--- config.mk ---
export PLATFORM = sky130hd
export DESIGN_NAME = swr_rom_layer
export DESIGN_NICKNAME = d
export VERILOG_FILES = /design/src/swr_crc8.v /design/src/swr_rom_layer.v
export VERILOG_INCLUDE_DIRS = /design/src
export SDC_FILE = /design/constraint.sdc
export NUM_CORES = 1
export LEC_CHECK = 0
export ABC_CLOCK_PERIOD_IN_PS = 3270
export BUFFER_PORTS_ARGS = -buffer_cell sky130_fd_sc_hd__buf_2
export CAP_MARGIN = 20
export CORE_MARGIN = 10
export CORE_UTILIZATION = 55
export DETAILED_ROUTE_END_ITERATION = 12
export GPL_ROUTABILITY_DRIVEN = 0
export PLACE_DENSITY = 0.78
export SYNTH_ARGS = -nofsm -noshare
export SYNTH_HDL_FRONTEND = slang
export SYNTH_HIERARCHICAL = 1
export SYNTH_SLANG_ARGS = --single-unit
--- constraint.sdc ---
create_clock -name clk_i -period 3.27 [get_ports clk_i]
set_input_delay 0.4905 -clock clk_i [delete_from_list [all_inputs] [get_ports clk_i]]
set_output_delay 0.4905 -clock clk_i [all_outputs]
set_load 0.01 [all_outputs]
--- src/swr_map.vh ---
// Constants for the single-wire ROM command layer
`ifndef SWR_MAP_VH
`define SWR_MAP_VH
`define SWR_CMD_READ_ID 8'h33
`define SWR_CMD_MATCH 8'h55
`define SWR_CMD_SEARCH 8'hF0
`define SWR_CMD_SKIP 8'hCC
`define SWR_CMD_RESUME 8'hA5
`define SWR_CMD_OD_SKIP 8'h3C
`define SWR_CMD_OD_MATCH 8'h69
`define SWR_CLK_MHZ 40
`define SWR_RST_LONG_US 480
`define SWR_RST_STD_US 480
`define SWR_RST_OD_US 48
`define SWR_PDH_STD_US 30
`define SWR_PDH_OD_US 3
`define SWR_PDL_STD_US 120
`define SWR_PDL_OD_US 12
`define SWR_SAMP_STD_US 30
`define SWR_SAMP_OD_US 3
`define SWR_RD0_STD_US 30
`define SWR_RD0_OD_US 3
`define SWR_REH_STD_US 2
`define SWR_REH_OD_US 1
`define SWR_CNT_W 15
`endif

--- src/swr_crc8.v ---
// Identity CRC-8 engine, one bit per cycle
`timescale 1ns/1ps
module swr_crc8 (
    input wire clk_i,
    input wire reset_n_i,
    input wire clear_i,
    input wire bit_valid_i,
    input wire bit_i,
    output reg [7:0] crc_o
);
    wire fb;
    assign fb = crc_o[0] ^ bit_i;
    always @(posedge clk_i or negedge reset_n_i) begin
        if (!reset_n_i) begin
            crc_o <= 8'h00;
        end else if (clear_i) begin
            crc_o <= 8'h00;
        end else if (bit_valid_i) begin
            // Reflected x^8+x^5+x^4+1
            crc_o <= {fb, crc_o[7:5], crc_o[4] ^ fb, crc_o[3] ^ fb, crc_o[2:1]};
        end
    end
endmodule // swr_crc8

--- src/swr_rom_layer.v ---
// Single-wire bus ROM command layer with slot timing and presence
`timescale 1ns/1ps
`include "swr_map.vh"
module swr_rom_layer (
    input wire clk_i,
    input wire reset_n_i,
    input wire line_i,
    output wire line_o,
    output wire line_oe_n_o,
    input wire [55:0] identity_i,
    output reg function_start_o,
    output wire overdrive_flag_o,
    output wire resume_flag_o
);
    function [14:0] cyc;
        input integer us;
        integer full;
        begin
            full = us * `SWR_CLK_MHZ;
            // Longest span fits 15 bits, so the cut is safe
            cyc = full[14:0];
        end
    endfunction
    localparam ST_IDLE = 3'd0, ST_PDH = 3'd1, ST_PDL = 3'd2, ST_CMD = 3'd3;
    localparam ST_SEND = 3'd4, ST_MATCH = 3'd5, ST_SEARCH = 3'd6, ST_FUNC = 3'd7;
    reg s1_reg, s2_reg, prev_reg;
    reg [2:0] state_reg;
    reg [14:0] low_reg, cnt_reg, reh_reg;
    reg in_slot_reg, drive_reg, od_reg, rc_reg, od_pend_reg;
    reg [7:0] cmd_reg;
    reg [3:0] cbit_reg;
    reg [5:0] idx_reg;
    reg [1:0] phase_reg;
    reg slot_done_reg;
    reg ok_reg;
    wire [7:0] crc;
    wire [63:0] ident;
    assign ident = {crc, identity_i};
    wire ser_bit = ident[idx_reg];
    wire [14:0] t_samp = od_reg ? cyc(`SWR_SAMP_OD_US) : cyc(`SWR_SAMP_STD_US);
    wire [14:0] t_rd0 = od_reg ? cyc(`SWR_RD0_OD_US) : cyc(`SWR_RD0_STD_US);
    wire [14:0] t_reh = od_reg ? cyc(`SWR_REH_OD_US) : cyc(`SWR_REH_STD_US);
    wire [14:0] t_rst = od_reg ? cyc(`SWR_RST_OD_US) : cyc(`SWR_RST_STD_US);
    wire fall = prev_reg & ~s2_reg;
    wire rise = ~prev_reg & s2_reg;
    // Identity bits feed CRC once after reset, so CRC is valid before commands
    reg [5:0] crc_idx_reg;
    wire crc_run = crc_idx_reg < 6'd56;
    swr_crc8 u_crc (
        .clk_i(clk_i),
        .reset_n_i(reset_n_i),
        .clear_i(1'b0),
        .bit_valid_i(crc_run),
        .bit_i(identity_i[crc_idx_reg]),
        .crc_o(crc)
    );
    always @(posedge clk_i or negedge reset_n_i) begin
        if (!reset_n_i) begin
            crc_idx_reg <= 6'd0;
        end else if (crc_run) begin
            crc_idx_reg <= crc_idx_reg + 6'd1;
        end
    end
    // Read slot: device wants to send a bit
    wire send_bit = (state_reg == ST_SEND) ? ser_bit :
                    (phase_reg == 2'd0) ? ser_bit : ~ser_bit;
    wire is_read = (state_reg == ST_SEND) ||
                   (state_reg == ST_SEARCH && phase_reg != 2'd2);
    assign line_o = 1'b0;
    assign line_oe_n_o = ~drive_reg;
    assign overdrive_flag_o = od_reg;
    assign resume_flag_o = rc_reg;
    always @(posedge clk_i or negedge reset_n_i) begin
        if (!reset_n_i) begin
            s1_reg <= 1'b1;
            s2_reg <= 1'b1;
            prev_reg <= 1'b1;
        end else begin
            s1_reg <= line_i;
            s2_reg <= s1_reg;
            prev_reg <= s2_reg;
        end
    end
    always @(posedge clk_i or negedge reset_n_i) begin
        if (!reset_n_i) begin
            state_reg <= ST_IDLE;
            low_reg <= 15'd0;
            cnt_reg <= 15'd0;
            reh_reg <= 15'd0;
            in_slot_reg <= 1'b0;
            drive_reg <= 1'b0;
            od_reg <= 1'b0;
            rc_reg <= 1'b0;
            od_pend_reg <= 1'b0;
            cmd_reg <= 8'h00;
            cbit_reg <= 4'd0;
            idx_reg <= 6'd0;
            phase_reg <= 2'd0;
            slot_done_reg <= 1'b0;
            ok_reg <= 1'b0;
            function_start_o <= 1'b0;
        end else begin
            function_start_o <= 1'b0;
            low_reg <= s2_reg ? 15'd0 : (low_reg == 15'h7FFF ? low_reg : low_reg + 15'd1);
            if (reh_reg != 15'd0) begin
                reh_reg <= reh_reg - 15'd1;
            end
            if (rise && !drive_reg) begin
                if (low_reg >= cyc(`SWR_RST_LONG_US)) begin
                    od_reg <= 1'b0;
                end
                // Short reset keeps speed; mid-range left as is
                if (low_reg >= t_rst || (od_reg && low_reg >= cyc(`SWR_RST_OD_US))) begin
                    state_reg <= ST_PDH;
                    cnt_reg <= 15'd0;
                    in_slot_reg <= 1'b0;
                end else begin
                    reh_reg <= t_reh;
                end
            end
            case (state_reg)
                ST_IDLE: begin
                end
                ST_PDH: begin
                    cnt_reg <= cnt_reg + 15'd1;
                    if (cnt_reg >= (od_reg ? cyc(`SWR_PDH_OD_US) : cyc(`SWR_PDH_STD_US))) begin
                        drive_reg <= 1'b1;
                        cnt_reg <= 15'd0;
                        state_reg <= ST_PDL;
                    end
                end
                ST_PDL: begin
                    cnt_reg <= cnt_reg + 15'd1;
                    if (cnt_reg >= (od_reg ? cyc(`SWR_PDL_OD_US) : cyc(`SWR_PDL_STD_US))) begin
                        drive_reg <= 1'b0;
                        state_reg <= ST_CMD;
                        cbit_reg <= 4'd0;
                        cmd_reg <= 8'h00;
                    end
                end
                ST_FUNC: begin
                end
                default: begin
                    // Slot engine: falls inside holdoff are glitches
                    if (fall && reh_reg == 15'd0 && !in_slot_reg) begin
                        in_slot_reg <= 1'b1;
                        cnt_reg <= 15'd0;
                        if (is_read && !send_bit) begin
                            drive_reg <= 1'b1;
                        end
                    end else if (fall && reh_reg != 15'd0) begin
                        reh_reg <= t_reh;
                    end
                    slot_done_reg <= 1'b0;
                    if (in_slot_reg) begin
                        cnt_reg <= cnt_reg + 15'd1;
                        if (cnt_reg == t_rd0) begin
                            drive_reg <= 1'b0;
                        end
                        if (cnt_reg == t_samp) begin
                            in_slot_reg <= 1'b0;
                            slot_done_reg <= 1'b1;
                            case (state_reg)
                                ST_CMD: begin
                                    cmd_reg <= {s2_reg, cmd_reg[7:1]};
                                    cbit_reg <= cbit_reg + 4'd1;
                                    if (cbit_reg == 4'd7) begin
                                        idx_reg <= 6'd0;
                                        phase_reg <= 2'd0;
                                        ok_reg <= 1'b1;
                                        // Stale pending speed must not leak into a plain match
                                        od_pend_reg <= 1'b0;
                                        case ({s2_reg, cmd_reg[7:1]})
                                            `SWR_CMD_READ_ID: state_reg <= ST_SEND;
                                            `SWR_CMD_MATCH: state_reg <= ST_MATCH;
                                            `SWR_CMD_OD_MATCH: begin
                                                state_reg <= ST_MATCH;
                                                od_pend_reg <= 1'b1;
                                            end
                                            `SWR_CMD_SEARCH: state_reg <= ST_SEARCH;
                                            `SWR_CMD_SKIP: begin
                                                state_reg <= ST_FUNC;
                                                function_start_o <= 1'b1;
                                                rc_reg <= 1'b0;
                                            end
                                            `SWR_CMD_OD_SKIP: begin
                                                od_reg <= 1'b1;
                                                state_reg <= ST_FUNC;
                                                function_start_o <= 1'b1;
                                                rc_reg <= 1'b0;
                                            end
                                            `SWR_CMD_RESUME: begin
                                                state_reg <= rc_reg ? ST_FUNC : ST_IDLE;
                                                function_start_o <= rc_reg;
                                            end
                                            default: state_reg <= ST_IDLE;
                                        endcase
                                    end
                                end
                                ST_SEND: begin
                                    idx_reg <= idx_reg + 6'd1;
                                    if (idx_reg == 6'd63) begin
                                        state_reg <= ST_FUNC;
                                        function_start_o <= 1'b1;
                                    end
                                end
                                ST_MATCH: begin
                                    if (od_pend_reg && idx_reg == 6'd0) begin
                                        od_reg <= 1'b1;
                                    end
                                    if (s2_reg != ser_bit) begin
                                        ok_reg <= 1'b0;
                                    end
                                    idx_reg <= idx_reg + 6'd1;
                                    if (idx_reg == 6'd63) begin
                                        od_pend_reg <= 1'b0;
                                        if (ok_reg && s2_reg == ser_bit) begin
                                            rc_reg <= 1'b1;
                                            state_reg <= ST_FUNC;
                                            function_start_o <= 1'b1;
                                        end else begin
                                            rc_reg <= 1'b0;
                                            state_reg <= ST_IDLE;
                                        end
                                    end
                                end
                                default: begin
                                    phase_reg <= (phase_reg == 2'd2) ? 2'd0 : phase_reg + 2'd1;
                                    if (phase_reg == 2'd2) begin
                                        idx_reg <= idx_reg + 6'd1;
                                        if (s2_reg != ser_bit) begin
                                            rc_reg <= 1'b0;
                                            state_reg <= ST_IDLE;
                                        end else if (idx_reg == 6'd63) begin
                                            rc_reg <= 1'b1;
                                            state_reg <= ST_FUNC;
                                            function_start_o <= 1'b1;
                                        end
                                    end
                                end
                            endcase
                        end
                    end
                end
            endcase
        end
    end
endmodule // swr_rom_layer

==> results of run 1 <==
-- routing by layer --
| layer | GRT usage [%] | vias up |
|---|---|---|
| li1 | - | 2688 |
| met1 | 23.78 | 2809 |
| met2 | 32.87 | 239 |
| met3 | 4.887 | 35 |
| met4 | 5.894 | 0 |
| met5 | 0 | - |
-- worst paths after layout --
| kind | start | end | slack [ps] | cells after the start |
|---|---|---|---|---|
| min in group clk_i | line_i | s1_reg$_DFF_PN1_ | 240 | 1 |
| setup reg to reg | crc_idx_reg[1]$_DFFE_PN0N_ | u_crc/crc_o[2]$_DFFE_PN0P_ | 260 | 6 |
| max in group asynchronous | reset_n_i | s1_reg$_DFF_PN1_ | 2430 | 2 |
| hold reg to reg | s1_reg$_DFF_PN1_ | s2_reg$_DFF_PN1_ | 360 | 0 |
| setup / recovery | crc_idx_reg[1]$_DFFE_PN0N_ | u_crc/crc_o[2]$_DFFE_PN0P_ | 260 | 6 |
| hold / removal | reset_n_i | reh_reg[4]$_DFF_PN0_ | 60 | 1 |
-- cell type report --
| cell class | count | area [µm²] | share of cell area [%] |
|---|---|---|---|
| Sequential cell | 91 | 2281 | 31.61 |
| Clock buffer | 9 | 225.2 | 3.121 |
| Clock inverter | 7 | 62.56 | 0.8670 |
| Multi-Input combinational cell | 541 | 3941 | 54.62 |
| Timing Repair Buffer | 76 | 430.4 | 5.965 |
| Inverter | 25 | 96.34 | 1.335 |
| Tap cell | 143 | 178.9 | 2.480 |
-- critical path: cells and delay by family, from the launching register on --
| family | cells | cell delay, ps |
|---|---|---|
| compound gates | 1 | 100 |
| mux | 3 | 1420 |
| flops | 1 | 770 |
| simple gates | 1 | 420 |
| xor+xnor | 1 | 200 |
-- cell usage in the layout, fill, tap and decap left out, types with 4 or more instances in the layout --
cell type / netlist / routed
a21o_1: 4 / 4
mux2i_1: 9 / 9
buf_2: 11 / 61
inv_6: 0 / 5
nor2b_1: 6 / 6
and3_1: 17 / 17
mux4_2: 26 / 26
nor4_1: 8 / 8
xnor2_1: 13 / 13
mux2_2: 7 / 7
o41ai_1: 4 / 4
nor2_1: 63 / 63
inv_1: 23 / 23
clkbuf_16: 0 / 9
or3_1: 7 / 7
buf_4: 2 / 14
o21ai_0: 62 / 62
ha_1: 21 / 21
a31oi_1: 6 / 6
or4_1: 4 / 4
nand2b_1: 16 / 16
xor2_1: 17 / 17
nor4bb_1: 8 / 8
nand2_1: 68 / 68
dfrtp_1: 88 / 88
a211oi_1: 6 / 6
a21oi_1: 28 / 28
nand3_1: 25 / 25
nand4_1: 10 / 10
mux4_1: 4 / 4
nand3b_1: 4 / 4
nor3_1: 17 / 17
a211o_1: 4 / 4
-- cells by family after synthesis --
group           synth area share [%]
simple gates                   22.27
mux                            13.62
buf+inv                        4.075
other cells                  0.05788
compound gates                 16.67
xor+xnor                       4.056
flops                          35.21
fa+ha+maj                      4.056
-- power by group --
group | switching, mW | total (mW) | internal (mW)
registers | 0.0141 | 1.15 | 1.14
logic | 0.0714 | 0.145 | 0.0740
clock network | 0.488 | 1.02 | 0.535
total | 0.573 | 2.32 | 1.75
-- through the flow --
stage / hold WS [ps] / cell area [µm²] / total power, mW / utilization, %
floorplan: 194.9 / 6486 / 1.237 / -
global placement: 346.0 / 6920 / 1.310 / 60.35
CTS: 76.28 / 7208 / 2.344 / 62.86
finish: 64.52 / 7216 / 2.319 / 62.92
global route: 86.79 / 7216 / 2.401 / 62.92
detailed placement: 353.0 / 6920 / 1.318 / 60.35
==> metrics.md, run 1 <==
| Metric | Value |
|---|---|
| Status | complete, no violations |
| Clock Latency Late Sink | roughly 350 ps |
| Finished Layout Cells | 892 |
| Slew at the pin closest to its max-slew limit | between 700 and 800 ps |
| Crit path required time | 3520 ps |
| Final WL | 15,710 µm |
| Avg WL per Cell | roughly 18 µm |
| Max-slew headroom | slightly above 50% |
| Post-cts sizing count | 0 |
| First-pass GRT wire length | 27,080 µm |
| Buffers added on ports | 62 |
| Mapped Area | around 0.0065 mm² |
| Worst path cell trace | mux4_2, mux4_2, mux4_2, xnor2_1, or4_1, o311ai_1 |
| Achievable frequency | 332.7 MHz |
| Slew Viols, Final | 0 |
| Synth top area share | 33.99% |
| Wl on met1 | approximately 6500 µm |
| Area growth, synth to finish | 11.38% |
| DP HPWL | 11,780 µm |
| Antenna Cells | 0 |
| Initial Util | a little under three fifths |
| Synth cell count leaders | dfrtp_1 (88), nand2_1 (68), nor2_1 (63), o21ai_0 (62), a21oi_1 (28) |
| H-tree depth | 3 |
| TNS Setup | 0 ps |
| Async set-reset flop share out of synthesis | 100.0% |
| Die H | around 130 µm |
| Setup WS pre-CTS | about 230 ps |
| All-Layer GR Usage | 19.37% |
| CP arrival | 3260 ps |
| DRC viols | 0 |
| Max layer used | met4 |
| Final net count | 824 |
| Power per cell area | 321.3 mW/mm² |
| Post-synth EDFFs | 0 |
| RSZ-0062 raised after global routing | no |
| Ranking of synthesized cells by area | dfrtp_1 (34%), mux4_2 (9.0%), o21ai_0 (4.8%) |
| CORE AREA | 0.01147 mm² |
| HP Class | in -> async |
| # IOs | 64 |
| 1st-pass router iterations | 5 |
| Avg Cell Area, Syn | 9.389 µm² |
| Most common cell in the netlist | dfrtp_1 |
| Minimum clock period | 3006 ps |
| Critical path class | reg -> reg |
| Fraction of layout cells with a size suffix above 1 | a little under a fifth |
| Post-CTS Hold Fix Bufs | 0 |
| DR iter-0 viols | roughly 460 |
| Via Count | 5,771 |
| WL met3 | roughly 1000 µm |
| CP endpoint kind | register |
| Largest net degree at the start of global routing | 33 |
| Crit-path max FO | 17 |
| Chip width | 128.5 µm |
| Fillers | 910 |
| Die area | about 0.017 mm² |
| Hold Fails Final Rpt | 0 |
| Metal2 WL | 7818 µm |
| Largest stage delay, worst path | 770 ps |
| CTS Buf Count | 9 |
| Antenna viol nets, final | 0 |
| Top cell by count, worst path | mux4_2 |
| GRT Residual Overflow | 0 |
| Synth Warn # | 6 |
| Max-cap check violation count | 0 |
| CP max-delay cell | dfrtp_1 |
| Pleak | 3.156 nW |
| CTS root buf | clkbuf_16 |
| Post-route setup slack | 264.1 ps |
| Row cnt | 39 |
| VDD IR-drop max | 0.0002557 V |
| Seq/Total Area, Yosys | between 30% and 40% |
| Final setup vio count | 0 |
| Flop and latch count out of synthesis | 91 |
| Vias in the first global route | ~5,800 |
| Avg Vias per Cell | 6.470 |
| Post-synth top area cell | dfrtp_1 |
| Kind of launch point of the worst setup path | register |
| Reg clk slew, reported paths | 80 ps |
| Clock Skew | around 9.9 ps |
| Fin crit share | just over 90% |
| Clk buf depth | 2 |
| CTS tree | done |
| Initial antenna violation count | 0 |
| Clock sink count | between 90 and 100 |
| Post-CTS setup buffer count | 0 |
| Cells after DPL | 875 |
| Library cells used by synthesis | 82 |
| Post-Syn Instances | around 700 |
| Main synth FF type | dfrtp_1 |
(Power assumes the default switching activity.)
==> run 2, diff against run 1 <==
- HOLD_SLACK_MARGIN: unset -> 0.08
==> run 2 against run 1 <==
  * Combinational power hardly changed
  * Hold slack improved by 180 ps
  * Via count fell by 1.3%
  * Largest power group unchanged
  * Highest routed layer unchanged
==> metrics.md, run 2 (same netlist as run 1, synthesis figures left out) <==
| Metric | Value |
|---|---|
| Initial Util | 56.50% (unchanged) |
| Reg clk slew, reported paths | 70 ps (about the same) |
| Hold Fails Final Rpt | 0 (unchanged) |
| Clock Skew | 8.638 ps (-1.311 ps) |
| Fraction of layout cells with a size suffix above 1 | 18.80% (-0.025 points) |
| Fillers | 909 (-0.11%) |
| CTS Buf Count | 9 (unchanged) |
| CP endpoint kind | register |
| CORE AREA | 0.01147 mm² (unchanged) |
| CTS tree | done |
| Post-cts sizing count | 0 (unchanged) |
| Worst path cell trace | nand2b_1, o22ai_1, o31ai_1, o21ba_1, nor3_1, nor2_1, o41ai_1, o221ai_1 |
| TNS Setup | 0 ps (unchanged) |
| VDD IR-drop max | 0.0002560 V (+0.13%) |
| # IOs | 64 (unchanged) |
| Critical path class | reg -> reg |
| Die area | 0.01652 mm² (unchanged) |
| RSZ-0062 raised after global routing | no |
| WHS Endpoint | s1_reg$_DFF_PN1_ |
| Slew Viols, Final | 0 (unchanged) |
| H-tree depth | 3 (unchanged) |
| Slew at the pin closest to its max-slew limit | 716.2 ps (-9.343 ps) |
| Row cnt | 39 (unchanged) |
| DRC viols | 0 (unchanged) |
| Antenna viol nets, final | 0 (unchanged) |
| Avg WL per Cell | 17.49 µm (-0.67%) |
| Vias in the first global route | 5,826 (+0.052%) |
| Max-cap check violation count | 0 (unchanged) |
| Largest stage delay, worst path | 760 ps (about the same) |
| Power per cell area | 321.2 mW/mm² (about the same) |
| Initial antenna violation count | 0 (unchanged) |
| Die H | 128.5 µm (unchanged) |
| DR iter-0 viols | 462 (unchanged) |
| Fin crit share | 91.65% (-0.27 points) |
| Status | complete, no violations |
| Avg Vias per Cell | 6.376 (-1.4%) |
| Area growth, synth to finish | 11.53% |
| CP arrival | 3200 ps (-60 ps) |
| Max-slew headroom | 52.12% (+0.49 points) |
| Clock sink count | 91 (unchanged) |
| Pleak | 3.160 nW (+0.13%) |
| Pwr Total | 2.321 mW (about the same) |
| Commonest cells after routing, fill and taps aside | dfrtp_1 (88), nand2_1 (68), nor2_1 (63) |
| Kind of launch point of the worst setup path | register |
| HP Class | in -> reg |
| Buffers added on ports | 62 (unchanged) |
| Worst R2R Start | idx_reg[2]$_DFFE_PN0P_ |
| Clock Latency Late Sink | 350 ps (about the same) |
| Post-CTS Hold Fix Bufs | 1 (+1) |
| Clk buf depth | 2 (unchanged) |
| Final WL | 15,620 µm (-0.55%) |
| All-Layer GR Usage | 19.38% (about the same) |
| Antenna Cells | 0 (unchanged) |
| CP max-delay cell | dfrtp_1 |
| Final net count | 825 (+0.12%) |
| Register-to-Register Path Depth | 8 (+2) |
| Final setup vio count | 0 (unchanged) |
| CTS root buf | clkbuf_16 |
| Achievable frequency | 333.7 MHz (+0.29%) |
| Util after Layout | 63.01% (+0.087 points) |
| Chip width | 128.5 µm (unchanged) |
| FF-to-FF End | state_reg[0]$_DFF_PN0_ |
| Largest net degree at the start of global routing | 33 (unchanged) |
| GRT Residual Overflow | 0 (unchanged) |
| Crit path required time | 3480 ps (-40 ps) |
| Post-DP Area | 0.006920 mm² (unchanged) |
| DP HPWL | 11,780 µm (unchanged) |
| R2r setup slk | 270 ps (about the same) |
| Crit-path max FO | 17 (unchanged) |
| Design area | 0.007226 mm² (+0.14%) |
| Hold wc startpoint | line_i |
| Via Count | 5,694 (-1.3%) |
| 1st-pass router iterations | 8 (+3) |
| Most common cell after layout, fill and taps aside | dfrtp_1 |
| First-pass GRT wire length | 27,100 µm (about the same) |
| Minimum clock period | 2997 ps (-8.785 ps) |
| Post-CTS setup buffer count | 0 (unchanged) |
| WHS Path Cells | 1 |
| Final hold slack | 242.8 ps (+178.3 ps) |
-- run 2: worst max-delay path by stage --
| stage | from | endpoint | slack [ps] | cells past startpoint |
|---|---|---|---|---|
| 2_1_floorplan | crc_idx_reg[0]$_DFFE_PN0N_ | u_crc/crc_o[2]$_DFFE_PN0P_ | 10 | 8 |
| 3_3_place_gp | overdrive_flag_o$_DFF_PN0_ | cnt_reg[13]$_DFF_PN0_ | 360 | 10 |
| 3_5_place_dp | overdrive_flag_o$_DFF_PN0_ | cnt_reg[11]$_DFF_PN0_ | 230 | 10 |
| 4_1_cts | low_reg[7]$_DFFE_PN0P_ | cnt_reg[11]$_DFF_PN0_ | 210 | 11 |
| 5_1_grt | reh_reg[4]$_DFF_PN0_ | cnt_reg[2]$_DFF_PN0_ | 90 | 9 |
| 6_report | idx_reg[2]$_DFFE_PN0P_ | state_reg[0]$_DFF_PN0_ | 270 | 8 |
-- run 2: through the flow --
stage / setup slack (ps) / std cells
final: 272.9 / 893
after global routing: 86.64 / 893
after CTS: 205.3 / 892
after detailed placement: 229.2 / 875
after global placement: 357.9 / 875
after floorplan: 10.01 / 692
-- run 2: cell type report --
| type | instances | area [µm²] | share of cell area, % |
|---|---|---|---|
| flip-flops and latches | 91 | 2281 | 31.57 |
| clock buffers | 9 | 225.2 | 3.117 |
| repair buffers | 77 | 440.4 | 6.095 |
| multi-input cells | 541 | 3941 | 54.55 |
| well taps | 143 | 178.9 | 2.476 |
| clock inverters | 7 | 62.56 | 0.8658 |
| inverters | 25 | 96.34 | 1.333 |
-- run 2: worst max-delay path: cells and delay by family, from the launching register on --
kind | cells | cell delay [ps]
compound gates | 5 | 1400
flops | 1 | 760
simple gates | 3 | 680
-- run 2: power breakdown --
group | leakage [nW] | switching, mW | internal (mW)
combinational | 1.81 | 0.0715 | 0.0748
sequential | 1.21 | 0.0140 | 1.14
clock | 0.140 | 0.489 | 0.535
total | 3.16 | 0.574 | 1.75
-- run 2: layer usage --
layer | wire, µm | vias up | GRT usage [%] | part of all wire (%)
met5 | 0 | - | 0 | 0
met4 | 308 | 0 | 5.894 | 2.0
met3 | 966 | 35 | 4.887 | 6.2
met2 | 7776 | 210 | 32.87 | 50
met1 | 6567 | 2761 | 23.80 | 42
li1 | - | 2688 | - | -
==> run 3, diff against run 2 <==
--- a/config.mk
+++ b/config.mk
@@ -10,10 +10,13 @@
 export BUFFER_PORTS_ARGS = -buffer_cell sky130_fd_sc_hd__buf_2
 export CAP_MARGIN = 20
+export CELL_PAD_IN_SITES_DETAIL_PLACEMENT = 1
+export CELL_PAD_IN_SITES_GLOBAL_PLACEMENT = 1
 export CORE_MARGIN = 10
-export CORE_UTILIZATION = 55
+export CORE_UTILIZATION = 43
+export CTS_BUF_LIST = sky130_fd_sc_hd__clkbuf_8
 export DETAILED_ROUTE_END_ITERATION = 12
 export GPL_ROUTABILITY_DRIVEN = 0
 export HOLD_SLACK_MARGIN = 0.08
-export PLACE_DENSITY = 0.78
+export PLACE_DENSITY_LB_ADDON = 0.1
 export SYNTH_ARGS = -nofsm -noshare
 export SYNTH_HDL_FRONTEND = slang
==> constraint.sdc (replaced) <==
create_clock -name clk_i -period 3.27 [get_ports clk_i]
set_input_delay 0.1635 -clock clk_i [delete_from_list [all_inputs] [get_ports clk_i]]
set_output_delay 0.1635 -clock clk_i [all_outputs]
set_load 0.01 [all_outputs]
==> run 3 against run 2 <==
  * Utilization shrank 14 points
  * Critical path type unchanged
  * Cell count rose by 5.7%
  * Maximum frequency rose by 1.5%
  * Clock-buffer cell count unchanged
  * Sequential share of layout area is essentially flat
  * Worst setup slack gained 45 ps
  * Sequential power is essentially flat
==> metrics.md, run 3 (same netlist as run 1, synthesis figures left out) <==
| Metric | Value |
|---|---|
| Crit path depth | 6 (-2) |
| CP startpoint | crc_idx_reg[1]$_DFFE_PN0N_ |
| CP arrival | 3240 ps (+40 ps) |
| Crit path required time | 3560 ps (+80 ps) |
| Initial antenna violation count | 0 (unchanged) |
| Status | complete, no violations |
| Row cnt | 44 (+13%) |
| First-pass GRT wire length | 31,730 µm (+17%) |
| Design area | 0.007237 mm² (+0.16%) |
| Clock Skew | 23.28 ps (+14.64 ps) |
| Worst path cell trace | mux4_2, mux4_2, mux4_2, xnor2_1, or4_1, o211ai_1 |
| Final hold slack | 363.8 ps (+121.0 ps) |
| Most common cell after layout, fill and taps aside | dfrtp_1 |
| CTS Buf Count | 9 (unchanged) |
| CP top delay family | multiplexers |
| Antenna viol nets, final | 0 (unchanged) |
| Antenna Cells | 0 (unchanged) |
| Area growth, synth to finish | 11.70% |
| DP HPWL | 14,330 µm (+22%) |
| Register-to-Register Path Depth | 6 (-2) |
| Kind of launch point of the worst setup path | register |
| # IOs | 64 (unchanged) |
| HP Class | reg -> reg |
| Chip width | 142.7 µm (+11%) |
| Post-route setup slack | 317.7 ps (+44.81 ps) |
| VDD IR-drop max | 0.0001609 V (-37%) |
| H-tree depth | 3 (unchanged) |
| All-Layer GR Usage | 18.96% (-0.42 points) |
| Fillers | 1,715 (+89%) |
| CP max-delay cell | dfrtp_1 |
| Buf+Inv Stages, Crit Path | 0 (unchanged) |
| Reg clk slew, reported paths | 90 ps (+20 ps) |
| Die area | 0.02038 mm² (+23%) |
| CTS tree | done |
| Avg Vias per Cell | 6.072 (-4.8%) |
| CTS root buf | clkbuf_8 |
| Util after Layout | 49.42% (-14 points) |
| Worst R2R Start | crc_idx_reg[1]$_DFFE_PN0N_ |
| Top cell by count, worst path | mux4_2 |
| Clk buf depth | 2 (unchanged) |
| Via Count | 5,732 (+0.67%) |
| Final WL | 18,620 µm (+19%) |
| Hold Fails Final Rpt | 0 (unchanged) |
| Largest net degree at the start of global routing | 59 (+79%) |
| Post-cts sizing count | 0 (unchanged) |
| DRC viols | 0 (unchanged) |
| Fraction of layout cells with a size suffix above 1 | 19.47% (+0.67 points) |
| Max-cap check violation count | 0 (unchanged) |
| Commonest cells after routing, fill and taps aside | dfrtp_1 (88), nand2_1 (68), nor2_1 (63) |
| R2r setup slk | 320 ps (+40 ps) |
| 1st-pass router iterations | 4 (-4) |
| Buffers added on ports | 62 (unchanged) |
| Vias in the first global route | 6,238 (+7.1%) |
| Slew Viols, Final | 0 (unchanged) |
| Setup WS pre-CTS | 296.7 ps (+67.49 ps) |
| Post-DP Area | 0.007047 mm² (+1.8%) |
| RSZ-0062 raised after global routing | no |
| Final net count | 835 (+1.2%) |
| CP endpoint kind | register |
| Slew at the pin closest to its max-slew limit | 800.3 ps (+84.16 ps) |
| Die H | 142.7 µm (+11%) |
| Achievable frequency | 338.7 MHz (+1.5%) |
| Critical Path End | u_crc/crc_o[3]$_DFFE_PN0P_ |
| Critical path class | reg -> reg |
| Avg WL per Cell | 19.73 µm (+13%) |
| Pleak | 3.158 nW (about the same) |
| Crit-path max FO | 17 (unchanged) |
| GRT Residual Overflow | 0 (unchanged) |
| Power per cell area | 279.7 mW/mm² (-13%) |
| Minimum clock period | 2952 ps (-44.81 ps) |
| Initial Util | 44.24% (-12 points) |
| TNS Setup | 0 ps (unchanged) |
| Clock Latency Late Sink | 390 ps (+40 ps) |
| Final setup vio count | 0 (unchanged) |
| DR iter-0 viols | 356 (-23%) |
| Clock sink count | 91 (unchanged) |
| FF-to-FF End | u_crc/crc_o[3]$_DFFE_PN0P_ |
| Max-slew headroom | 46.65% (-5.5 points) |
| Largest stage delay, worst path | 740 ps (-20 ps) |
| CORE AREA | 0.01464 mm² (+28%) |
| Fin crit share | 90.28% (-1.4 points) |
## run 3: routing by layer
metal  track usage (%)  routed length, µm  vias to the layer above
li1                  -                  -                     2714
met4             4.940                306                        0
met5                 0                  0                        -
met1             23.22               8339                     2895
met3             3.947                594                       24
met2             33.17               9382                       99
## run 3: area by class of cell
type | count | area [µm²] | share of cell area [%]
multi-input cells | 541 | 3941 | 54.46
flip-flops and latches | 91 | 2281 | 31.52
repair buffers | 87 | 518.0 | 7.158
well taps | 184 | 230.2 | 3.181
clock buffers | 9 | 123.9 | 1.712
inverters | 25 | 96.34 | 1.331
clock inverters | 7 | 46.29 | 0.6397
## run 3: where the power goes
part | internal, mW | switching [mW] | leakage, nW
Clock | 0.277 | 0.440 | 0.0926
Sequential | 1.14 | 0.0147 | 1.21
Combinational | 0.0769 | 0.0795 | 1.86
Total | 1.49 | 0.534 | 3.16
## run 3: repair_timing
item                      CTS  global route
setup buffers               0             0
hold endpoints to repair   54             0
hold buffers                2             0
## run 3: worst reg2reg max path, stage by stage (launching register included)
cell	delay (ps)
dfrtp_1	740
mux4_2	410
mux4_2	480
mux4_2	510
xnor2_1	190
or4_1	420
o211ai_1	100
## run 3: worst min-delay path by stage
stage	start	to	slack (ps)	cells after the start
after CTS	s1_reg$_DFF_PN1_	s2_reg$_DFF_PN1_	370	0
after floorplan	reset_n_i	cbit_reg[0]$_DFFE_PN0P_	-130	0
after global routing	s1_reg$_DFF_PN1_	s2_reg$_DFF_PN1_	380	0
final	s1_reg$_DFF_PN1_	s2_reg$_DFF_PN1_	360	0
after global placement	line_i	s1_reg$_DFF_PN1_	270	1
after detailed placement	line_i	s1_reg$_DFF_PN1_	270	1
## run 3: per-stage QoR
step	power, mW	std cells
global placement	1.319	925
global route	2.117	944
CTS	2.055	944
detailed placement	1.329	926
finish	2.024	944
floorplan	1.237	692
